`src/lsc_pkg.sv`:
```
// Shared offsets, field positions, reset values and timing for the LED string register slice.
package lsc_pkg;

	// Register offsets on the serial register port.
	localparam logic [7:0] LSC_OFF_FAULT_STATUS = 8'h03;
	localparam logic [7:0] LSC_OFF_RAMP_PERIOD = 8'h04;
	localparam logic [7:0] LSC_OFF_BRIGHT_CFG = 8'h05;
	localparam logic [7:0] LSC_OFF_STRING_EN = 8'h06;
	localparam logic [7:0] LSC_OFF_CODE_LOW = 8'h07;
	localparam logic [7:0] LSC_OFF_CODE_HIGH = 8'h08;

	// Reset values.
	localparam logic [7:0] LSC_RST_RAMP_PERIOD = 8'h00;
	localparam logic [7:0] LSC_RST_BRIGHT_CFG = 8'h53;
	localparam logic [7:0] LSC_RST_STRING_EN = 8'h00;
	localparam logic [7:0] LSC_RST_CODE_LOW = 8'h00;
	localparam logic [7:0] LSC_RST_CODE_HIGH = 8'h00;
	localparam logic [7:0] LSC_RD_UNMAPPED = 8'h00;

	// Fault status field positions.
	localparam int LSC_FS_SHORT_BIT = 0;
	localparam int LSC_FS_OPEN_BIT = 1;

	// Brightness configuration field positions.
	localparam int LSC_CFG_PROFILE_BIT = 7;
	localparam int LSC_CFG_STYLE_BIT = 6;
	localparam int LSC_CFG_XOVER_LSB = 4;
	localparam int LSC_CFG_SOURCE_LSB = 2;
	localparam int LSC_CFG_FSCALE_LSB = 0;

	// String enable field positions.
	localparam int LSC_EN_EXTSEL_BIT = 7;
	localparam int LSC_EN_STRINGS = 6;

	// Low brightness code part lives in bits 7:4 of its register.
	localparam int LSC_CODE_LOW_LSB = 4;

	// Ramp step time: 50 us per unit of the period field at a 125 MHz clock.
	localparam int LSC_STEP_TIME_US = 50;
	localparam int LSC_CLK_KHZ = 125000;
	localparam int LSC_STEP_CYCLES = (LSC_STEP_TIME_US * LSC_CLK_KHZ) / 1000;

endpackage

```
`src/lsc_regs.sv`:
```
// Register slice for string faults, ramp timing, brightness setup and string enables.
`timescale 1ns/1ns

// How it works
// - An open on any enabled string sets the open flag in bit 1 of the fault status.
// - The open flag holds until status is read and the enable of each open string is cleared.
// - A short on any string sets the short flag in bit 0 of the fault status.
// - The short flag holds until status is read and all six string enables are cleared.
// - Fault status bits 7:2 always read zero, and the flags read zero with no fault.
// - The ramp period value times 50 us is the time between brightness steps.
// - A ramp period of zero turns fading off, so brightness jumps straight to its target.
// - Bit 7 of the brightness setup picks linear (0, reset) or logarithmic (1) profile.
// - Bit 6 of the brightness setup picks analog only (0) or hybrid PWM (1, reset) dimming.
// - Bits 5:4 place the hybrid crossover at 12.5, 25 (reset), 50 or 100 percent.
// - Bits 3:2 pick the brightness source: PWM duty, code, both, or direct PWM.
// - Bits 1:0 pick full-scale current of 15, 20, 25 or 30 mA, with 30 mA at reset.
// - Bit 7 of the enable register picks the internal field or external resistor for full scale.
// - Bits 5:0 of the enable register turn each string sink on, all off after reset.
// - A low brightness code write only takes effect on the next write to another register.
module lsc_regs #(
	parameter int STEP_CYCLES = lsc_pkg::LSC_STEP_CYCLES
) (
	input wire logic ref_clk,
	input wire logic rst,
	input wire logic [7:0] reg_addr,
	input wire logic reg_wr,
	input wire logic [7:0] reg_wdata,
	input wire logic reg_rd,
	output logic [7:0] reg_rdata,
	input wire logic [5:0] open_det_pin,
	input wire logic [5:0] short_det_pin,
	input wire logic pwm_in,
	output logic pwm_level,
	output logic string_open_flag,
	output logic string_short_flag,
	output logic log_profile,
	output logic dimming_style,
	output logic [1:0] hybrid_crossover,
	output logic [1:0] brightness_source,
	output logic [1:0] fullscale_code,
	output logic external_fullscale_select,
	output logic [5:0] string_enable,
	output logic [11:0] brightness_code,
	output logic [11:0] brightness_applied
);
	import lsc_pkg::*;

	// Every register and synchroniser stage of the slice.
	typedef struct packed {
		logic [5:0] open_s1;
		logic [5:0] open_s2;
		logic [5:0] short_s1;
		logic [5:0] short_s2;
		logic pwm_s1;
		logic pwm_s2;
		logic pwm_out;
		logic [7:0] ramp_period;
		logic [7:0] bright_cfg;
		logic [7:0] string_en;
		logic [3:0] code_low_pend;
		logic [3:0] code_low_live;
		logic [7:0] code_high;
		logic low_pending;
		logic [7:0] rdata;
		logic [11:0] code_out;
	} lsc_regs_state_t;

	lsc_regs_state_t cur_reg;
	lsc_regs_state_t cur_next;

	logic status_read;
	logic flag_open;
	logic flag_short;
	logic [11:0] ramp_target;
	logic [11:0] ramp_applied;

	// Decodes a write hit on one register offset.
	function automatic logic wr_hit(input logic wr, input logic [7:0] addr,
			input logic [7:0] off);
		wr_hit = wr && (addr == off);
	endfunction

	// Builds the fault status byte; the upper six bits are reserved and read zero.
	function automatic logic [7:0] fault_byte(input logic open_f, input logic short_f);
		logic [7:0] b;
		b = 8'h00;
		b[LSC_FS_OPEN_BIT] = open_f;
		b[LSC_FS_SHORT_BIT] = short_f;
		fault_byte = b;
	endfunction

	// Read multiplexer; an unmapped offset answers with a fixed zero byte.
	function automatic logic [7:0] read_mux(input logic [7:0] addr, input lsc_regs_state_t s,
			input logic open_f, input logic short_f);
		logic [7:0] d;
		d = LSC_RD_UNMAPPED;
		case (addr)
			LSC_OFF_FAULT_STATUS: d = fault_byte(open_f, short_f);
			LSC_OFF_RAMP_PERIOD: d = s.ramp_period;
			LSC_OFF_BRIGHT_CFG: d = s.bright_cfg;
			LSC_OFF_STRING_EN: d = s.string_en;
			LSC_OFF_CODE_LOW: d = {s.code_low_pend, 4'h0};
			LSC_OFF_CODE_HIGH: d = s.code_high;
			default: d = LSC_RD_UNMAPPED;
		endcase
		read_mux = d;
	endfunction

	// A status read is what arms the sticky flags for clearing.
	assign status_read = reg_rd && (reg_addr == LSC_OFF_FAULT_STATUS);

	// The ramp chases the code that has actually been committed, never a half-written one.
	assign ramp_target = {cur_reg.code_high, cur_reg.code_low_live};

	// Next-state logic for synchronisers, register writes and read data.
	always_comb begin
		cur_next = cur_reg;

		// Fault detectors and PWM arrive from analog blocks, so each passes two sync flops; PWM then passes a third, output flop.
		cur_next.open_s1 = open_det_pin;
		cur_next.open_s2 = cur_reg.open_s1;
		cur_next.short_s1 = short_det_pin;
		cur_next.short_s2 = cur_reg.short_s1;
		cur_next.pwm_s1 = pwm_in;
		cur_next.pwm_s2 = cur_reg.pwm_s1;
		cur_next.pwm_out = cur_reg.pwm_s2;

		// Ramp step period, a plain 8-bit field.
		if (wr_hit(reg_wr, reg_addr, LSC_OFF_RAMP_PERIOD)) begin
			cur_next.ramp_period = reg_wdata;
		end

		// Brightness setup: profile, style, crossover, source and full scale in one byte.
		if (wr_hit(reg_wr, reg_addr, LSC_OFF_BRIGHT_CFG)) begin
			cur_next.bright_cfg = reg_wdata;
		end

		// Enables, the external full-scale select and a reserved read/write bit.
		if (wr_hit(reg_wr, reg_addr, LSC_OFF_STRING_EN)) begin
			cur_next.string_en = reg_wdata;
		end

		// Low code bits are staged; any later write to another offset commits them.
		// Writing the low part twice in a row simply replaces the staged value.
		if (wr_hit(reg_wr, reg_addr, LSC_OFF_CODE_LOW)) begin
			cur_next.code_low_pend = reg_wdata[LSC_CODE_LOW_LSB +: 4];
			cur_next.low_pending = 1'b1;
		end else if (reg_wr && cur_reg.low_pending) begin
			cur_next.code_low_live = cur_reg.code_low_pend;
			cur_next.low_pending = 1'b0;
		end

		// High code bits take effect at once, together with any staged low bits.
		if (wr_hit(reg_wr, reg_addr, LSC_OFF_CODE_HIGH)) begin
			cur_next.code_high = reg_wdata;
		end

		// Registered code output is built from the next committed pair, so it changes on the same edge.
		cur_next.code_out = {cur_next.code_high, cur_next.code_low_live};

		// Read data is registered and holds until the next read.
		if (reg_rd) begin
			cur_next.rdata = read_mux(reg_addr, cur_reg, flag_open, flag_short);
		end
	end

	// Single state register for the slice.
	always_ff @(posedge ref_clk or posedge rst) begin
		if (rst) begin
			cur_reg <= '0;
			cur_reg.ramp_period <= LSC_RST_RAMP_PERIOD;
			cur_reg.bright_cfg <= LSC_RST_BRIGHT_CFG;
			cur_reg.string_en <= LSC_RST_STRING_EN;
			cur_reg.code_low_pend <= LSC_RST_CODE_LOW[LSC_CODE_LOW_LSB +: 4];
			cur_reg.code_low_live <= LSC_RST_CODE_LOW[LSC_CODE_LOW_LSB +: 4];
			cur_reg.code_high <= LSC_RST_CODE_HIGH;
		end else begin
			cur_reg <= cur_next;
		end
	end

	// Sticky fault flags; opens only count on enabled strings.
	lsc_fault_flags u_flags (
		.ref_clk(ref_clk),
		.rst(rst),
		.open_det(cur_reg.open_s2),
		.short_det(cur_reg.short_s2),
		.string_enable(cur_reg.string_en[LSC_EN_STRINGS-1:0]),
		.status_read(status_read),
		.string_open_flag(flag_open),
		.string_short_flag(flag_short)
	);

	// Brightness ramp stepping at the programmed period.
	lsc_ramp #(
		.STEP_CYCLES(STEP_CYCLES)
	) u_ramp (
		.ref_clk(ref_clk),
		.rst(rst),
		.step_period(cur_reg.ramp_period),
		.target_code(ramp_target),
		.applied_code(ramp_applied)
	);

	// Outputs; each is a flop of this module or of a submodule.
	assign reg_rdata = cur_reg.rdata;
	assign pwm_level = cur_reg.pwm_out;
	assign string_open_flag = flag_open;
	assign string_short_flag = flag_short;
	assign log_profile = cur_reg.bright_cfg[LSC_CFG_PROFILE_BIT];
	assign dimming_style = cur_reg.bright_cfg[LSC_CFG_STYLE_BIT];
	assign hybrid_crossover = cur_reg.bright_cfg[LSC_CFG_XOVER_LSB +: 2];
	assign brightness_source = cur_reg.bright_cfg[LSC_CFG_SOURCE_LSB +: 2];
	assign fullscale_code = cur_reg.bright_cfg[LSC_CFG_FSCALE_LSB +: 2];
	assign external_fullscale_select = cur_reg.string_en[LSC_EN_EXTSEL_BIT];
	assign string_enable = cur_reg.string_en[LSC_EN_STRINGS-1:0];
	assign brightness_code = cur_reg.code_out;
	assign brightness_applied = ramp_applied;
endmodule

```
`src/lsc_fault_flags.sv`:
```
// Sticky open and short string fault flags with their read-then-disable clearing.
`timescale 1ns/1ns
module lsc_fault_flags (
	input wire logic ref_clk,
	input wire logic rst,
	input wire logic [5:0] open_det,
	input wire logic [5:0] short_det,
	input wire logic [5:0] string_enable,
	input wire logic status_read,
	output logic string_open_flag,
	output logic string_short_flag
);
	import lsc_pkg::*;

	typedef struct packed {
		logic open_flag;
		logic short_flag;
		logic [5:0] open_src;
		logic open_armed;
		logic short_armed;
	} lsc_flag_state_t;

	lsc_flag_state_t cur_reg;
	lsc_flag_state_t cur_next;

	logic [5:0] open_hit;
	logic open_clear;
	logic short_clear;

	// Clearing needs a status read and the disable, in either order; a read in the clearing cycle counts.
	always_comb begin
		cur_next = cur_reg;
		open_hit = open_det & string_enable;
		open_clear = cur_reg.open_flag && (cur_reg.open_armed || status_read) &&
			((cur_reg.open_src & string_enable) == 6'h00);
		short_clear = cur_reg.short_flag && (cur_reg.short_armed || status_read) &&
			(string_enable == 6'h00);
		if (status_read && cur_reg.open_flag) begin
			cur_next.open_armed = 1'b1;
		end
		if (status_read && cur_reg.short_flag) begin
			cur_next.short_armed = 1'b1;
		end
		if (open_clear) begin
			cur_next.open_flag = 1'b0;
			cur_next.open_src = 6'h00;
			cur_next.open_armed = 1'b0;
		end
		if (short_clear) begin
			cur_next.short_flag = 1'b0;
			cur_next.short_armed = 1'b0;
		end
		// A detection in the clearing cycle sets the flag again, so no event is lost.
		if (|open_hit) begin
			cur_next.open_flag = 1'b1;
			cur_next.open_src = cur_next.open_src | open_hit;
		end
		if (|short_det) begin
			cur_next.short_flag = 1'b1;
		end
	end

	// State register.
	always_ff @(posedge ref_clk or posedge rst) begin
		if (rst) begin
			cur_reg <= '0;
		end else begin
			cur_reg <= cur_next;
		end
	end

	assign string_open_flag = cur_reg.open_flag;
	assign string_short_flag = cur_reg.short_flag;
endmodule

```
`src/lsc_ramp.sv`:
```
// Brightness ramp: steps the applied code toward the target once per ramp step period.
`timescale 1ns/1ns
module lsc_ramp #(
	parameter int STEP_CYCLES = lsc_pkg::LSC_STEP_CYCLES
) (
	input wire logic ref_clk,
	input wire logic rst,
	input wire logic [7:0] step_period,
	input wire logic [11:0] target_code,
	output logic [11:0] applied_code
);
	import lsc_pkg::*;

	typedef struct packed {
		logic [15:0] div_cnt;
		logic [7:0] tick_cnt;
		logic [11:0] applied;
	} lsc_ramp_state_t;

	lsc_ramp_state_t cur_reg;
	lsc_ramp_state_t cur_next;

	logic unit_tick;

	// The divider makes one pulse per 50 us unit; the period field counts those pulses.
	always_comb begin
		cur_next = cur_reg;
		unit_tick = 1'b0;
		if (step_period == 8'h00) begin
			cur_next.div_cnt = 16'h0000;
			cur_next.tick_cnt = 8'h00;
			cur_next.applied = target_code;
		end else begin
			if (cur_reg.div_cnt >= 16'(STEP_CYCLES - 1)) begin
				cur_next.div_cnt = 16'h0000;
				unit_tick = 1'b1;
			end else begin
				cur_next.div_cnt = cur_reg.div_cnt + 16'h0001;
			end
			if (unit_tick) begin
				if (cur_reg.tick_cnt + 8'h01 >= step_period) begin
					cur_next.tick_cnt = 8'h00;
					if (cur_reg.applied < target_code) begin
						cur_next.applied = cur_reg.applied + 12'h001;
					end else if (cur_reg.applied > target_code) begin
						cur_next.applied = cur_reg.applied - 12'h001;
					end
				end else begin
					cur_next.tick_cnt = cur_reg.tick_cnt + 8'h01;
				end
			end
		end
	end

	// State register.
	always_ff @(posedge ref_clk or posedge rst) begin
		if (rst) begin
			cur_reg <= '0;
		end else begin
			cur_reg <= cur_next;
		end
	end

	assign applied_code = cur_reg.applied;
endmodule

```
`config.mk`:
```
export PLATFORM = sky130hd
export DESIGN_NAME = lsc_regs
export DESIGN_NICKNAME = d
export VERILOG_FILES = /design/src/lsc_pkg.sv /design/src/lsc_regs.sv /design/src/lsc_fault_flags.sv /design/src/lsc_ramp.sv
export SDC_FILE = /design/constraint.sdc
export NUM_CORES = 1
export LEC_CHECK = 0
export BUFFER_PORTS_ARGS = -buffer_cell sky130_fd_sc_hd__buf_2
export CAP_MARGIN = 20
export CORE_ASPECT_RATIO = 0.9
export CORE_MARGIN = 3
export CORE_UTILIZATION = 35
export DETAILED_ROUTE_END_ITERATION = 12
export MAX_ROUTING_LAYER = met4
export PLACE_DENSITY = 0.59
export SLEW_MARGIN = 20
export SYNTH_ARGS = -nofsm -noshare
export SYNTH_HDL_FRONTEND = slang
export SYNTH_HIERARCHICAL = 1
export SYNTH_SLANG_ARGS = --single-unit
```
`constraint.sdc`:
```
create_clock -name ref_clk -period 7.41 [get_ports ref_clk]
set_clock_uncertainty 0.1 [all_clocks]
set_input_delay 0 -clock ref_clk [delete_from_list [all_inputs] [get_ports ref_clk]]
set_output_delay 0 -clock ref_clk [all_outputs]
set_load 0.005 [all_outputs]
```
======== Word level (Yosys, flattened, before mapping) ========
Index checks and enable logic that the tools add are counted.
W data, S select, Z words.
operators by class
  bitwise logic cells ..................... 3
  mux-type cells .......................... 24
  reduce and logical (&&, ||, !) cells .... 29
  add/subtract/negate cells ............... 4
  magnitude comparators ................... 4
  equality and inequality tests ........... 6
operator list
  operator                 number
  $pmux W8 S6              1
  $mux W12                 3
  $mux W36                 1
  $eq A8 B3 Y1 const B     4
  $mux W20                 1
  $add A16 B1 Y16 const B  1
  $ge A16 B13 Y1 const B   1
  $mux W16                 1
  $mux W8                  2
  $reduce_bool A2 Y1       7
  $logic_and A1 B1 Y1      13
  $add A12 B1 Y12 const B  1
  $and A6 B6 Y6            2
  $gt A12 B12 Y1           1
  $logic_not A6 Y1         2
  $lt A12 B12 Y1           1
  $reduce_or A6 Y1         2
  $sub A12 B1 Y12 const B  1
  $mux W1                  11
  $add A8 B1 Y8 const B    1
  $eq A8 B2 Y1 const B     1
  $eq A8 B4 Y1 const B     1
  $ge A8 B8 Y1             1
  $logic_not A8 Y1         1
  7 further kinds          9
storage, ports and cells
  input bits .............................. 33
  word-level logic and storage cells ...... 94
  register bits after elaboration ......... 134
  output and inout port bits .............. 50

======== Longest topological paths before layout ========
  word-level depth ........................ 8
  gate-level depth with buffers ........... 14
  mapped depth without buffers ............ 14

======== Modules after synthesis ========
Netlist, hierarchy kept.
by module, submodules not included
  module           times used  area an instance (sq um)  cells each  sequential area each (sq um)
  lsc_regs         1           3241.9                    228         1906.8
  lsc_ramp         1           2795.2                    294         900.9
  lsc_fault_flags  1           485.5                     38          250.2

======== Least setup slack after synthesis ========
No wires, ideal clock.
  kind .................................... register -> register
  from .................................... reg, netlist name brightness_code[9]
  to ...................................... reg u_ramp.cur_reg, in the netlist u_ramp/applied_code[10]
  stages on the path, launching flop included .. 15
  buffers on the path ..................... 0
  data arrival time ....................... 3.359 ns
  path slack .............................. 3.826 ns
  library setup time ...................... 0.125 ns
  data required time ...................... 7.185 ns
  clock period less this slack ............ 3.584 ns
  path through ............................ dfrtp_1 > inv_1 > ha_1 > a21o_1 > a21o_1 > a21oi_1 > o211ai_1 > fa_1 > a21o_1 > a211oi_1 > o21ai_0 > a41oi_1 > xor2_1 > o21ai_0 > mux2_2
RTL lines
  what                    RTL line        source
  end signal: assignment  lsc_ramp.sv:60  cur_reg <= cur_next;
  end: declaration        lsc_ramp.sv:20  lsc_ramp_state_t cur_reg;

==> run metrics <==
status=complete, no violations; Crit Path Class=reg2reg; Routed wire per std cell=16.8 µm; Max Root-Sink Buffers=2; Worst setup SP type=flip-flop; die width=between 100 and 150 µm; total power divided by cell area=323 nW/µm²; slew margin rel.=52.7%; die area=20,300 µm²; Worst-Margin Slew=between 0.7 and 0.8 ns; setup TNS=0 ns; Placement Rows=46; final hold violations=0; area occupied by multi-input gates=2930 µm²; post-CTS sizing=0; register bit total from synthesis=about 120; Lkg Pwr=3.71 nW; min cycle time layout=between 3 and 4 ns; core area=18,000 µm²; largest net degree at the start of global routing=53; Final Wtd Congestion=0.831; 1st-iter DRT viols=320; layout cells sized above 1=31.2%; leading area contributor after synthesis=dfrtp_1; dpl cells=831; count of input and output buffers=82; EDFF count, synth=0; Layout Cells excl Fill=891; yosys warns=6; fillers=1,696; Synth Instances=560; Hold-fix buffers, CTS=27; number of library cell types mapped by synthesis=66; Clock transition at path regs=0.06 ns; fraction of registers with async set/reset=between 90% and 100%; Sequential cell area=3060 µm²; # setup viols final=0; H-tree levels=4; CP max FO=8; largest cells by area after synthesis=dfrtp_1, mux2_2, ha_1; crit path DAT=slightly above 4 ns; Avg Cell Area, Syn=11.6 µm²; area delta synth->final=18.9%; period utilization=52.8%; RSZ-0062 raised after global routing=no; Synth top area share=a little under half; IO Pins=between 80 and 90; Post-Route WL=15.0 mm; # DRC=0; Synth top cells by count=dfrtp_1, buf_4, mux2_2; clk_lat worst skew=~0.42 ns; Slew Viols, Final=0; top-count cell post-synth=dfrtp_1; dpl ws=3.30 ns; post-synthesis instance area=approximately 6500 µm²; setup slack after layout=3.49 ns; Final Power=2.50 mW; Seq/Total Area, Yosys=46.9%; Post-synth top flop=dfrtp_1; DR vias=4,533; Setup Fix Bufs, Post-CTS=0; hold crit path type=in2async; TritonCTS clock tree=yes; vias in the first global route=4,737; maximum VDD drop=0.000143 V; GRT overflow=0; root buffer cell=clkbuf_16; critical path data required time=7.61 ns; via-per-instance ratio=5.09; Die Y=around 140 µm; WHS=0.0362 ns; antenna fix cells=0; gr usage total=between 10% and 20%; total of max-cap violations=0; Final #Nets=706; first-pass GRT wire length=24.7 mm; Num CTS Buffers=17; Post-DP HPWL=around 11 mm; Starting Density=36.3%; initial antenna violation count=0; DR pass1 iterations=5; max FFs per register=27; crit end category=flip-flop; clock sink count=122; antenna viol nets, final=0; fmax=255 MHz
cells by family (layout without fill, tap and decap cells):
| kind of cell | after synthesis | in the layout | synth area share [%] |
|---|---|---|---|
| compound gates | 111 | 111 | 12.7 |
| xor+xnor | 25 | 25 | 3.36 |
| fa+ha+maj | 35 | 35 | 6.83 |
| buf+inv | 91 | 180 | 8.33 |
| flops | 122 | 122 | 46.9 |
| mux | 59 | 59 | 11.2 |
| other cells | 1 | 3 | 0.0575 |
| simple gates | 116 | 116 | 10.6 |
layout make-up:
class / instances / area share [%]
clock buffers: 18 / 5.66
multi-input cells: 349 / 37.8
flip-flops and latches: 122 / 39.4
repair buffers: 113 / 9.17
well taps: 240 / 3.87
clock inverters: 14 / 2.37
inverters: 35 / 1.71
report_power, final:
group	leakage, nW	internal [mW]	switching [mW]
clock network	0.299	0.545	0.321
registers	1.59	0.732	0.0726
logic	1.83	0.399	0.430
total	3.71	1.68	0.824
path summary, 6_finish.rpt:
| check | from | end | slack (ns) | cells after the start |
|---|---|---|---|---|
| max | brightness_code[9]$_DFFE_PP0P_ | u_ramp/applied_code[10]$_DFFE_PP0P_ | 3.49 | 15 |
| max in group asynchronous | rst | cur_next[61]$_DFF_PP0_ | 6.19 | 4 |
| min in group ref_clk | reg_addr[2] | reg_rdata[0]$_DFFE_PP0P_ | 0.07 | 4 |
| max reg2reg | brightness_code[9]$_DFFE_PP0P_ | u_ramp/applied_code[10]$_DFFE_PP0P_ | 3.49 | 15 |
| min | rst | cur_reg[81]$_DFF_PP0_ | 0.04 | 3 |
| min reg2reg | cur_next[61]$_DFF_PP0_ | pwm_level$_DFF_PP0_ | 0.25 | 0 |
metal layers:
metal | vias up | part of all wire [%] | routed length (µm) | global-route usage (%)
met1 | 2272 | 45 | 6780 | 19.8
met5 | - | 0 | 0 | -
met4 | 0 | 2.3 | 346 | 7.06
li1 | 2131 | - | - | -
met2 | 110 | 49 | 7280 | 26.0
met3 | 20 | 3.9 | 589 | 3.14
worst max-delay path, stage by stage (launching register included):
cell	delay [ns]
dfrtp_1	0.41
inv_1	0.07
ha_1	0.31
a21o_1	0.18
a21o_1	0.17
a21oi_1	0.14
o211ai_1	0.27
buf_4	0.28
fa_1	0.41
a21o_1	0.19
a211oi_1	0.30
o21ai_0	0.18
a41oi_1	0.26
xor2_1	0.16
o21ai_0	0.09
mux2_2	0.27
per-stage QoR:
stage | utilization, % | cell area [µm²]
final | 43.2 | 7750
after global routing | 43.2 | 7750
after CTS | 43.1 | 7750
after detailed placement | 38.2 | 6850
after global placement | 38.2 | 6850
after floorplan | - | 6530
cell usage in the layout, fill, tap and decap left out, types with 11 or more instances in the layout:
cell | synthesis | layout
a21oi_1 | 20 | 20
buf_2 | 4 | 82
mux2_4 | 13 | 13
nand2_1 | 23 | 23
clkbuf_16 | 0 | 17
dlygate4sd3_1 | 0 | 27
ha_1 | 34 | 34
dfrtp_1 | 118 | 118
xor2_1 | 17 | 17
inv_1 | 35 | 34
mux2_2 | 39 | 39
a22o_1 | 12 | 12
nor2_1 | 26 | 26
nand3_1 | 11 | 11
o21ai_0 | 18 | 18
Note: power is estimated with default switching activity, not from simulation.
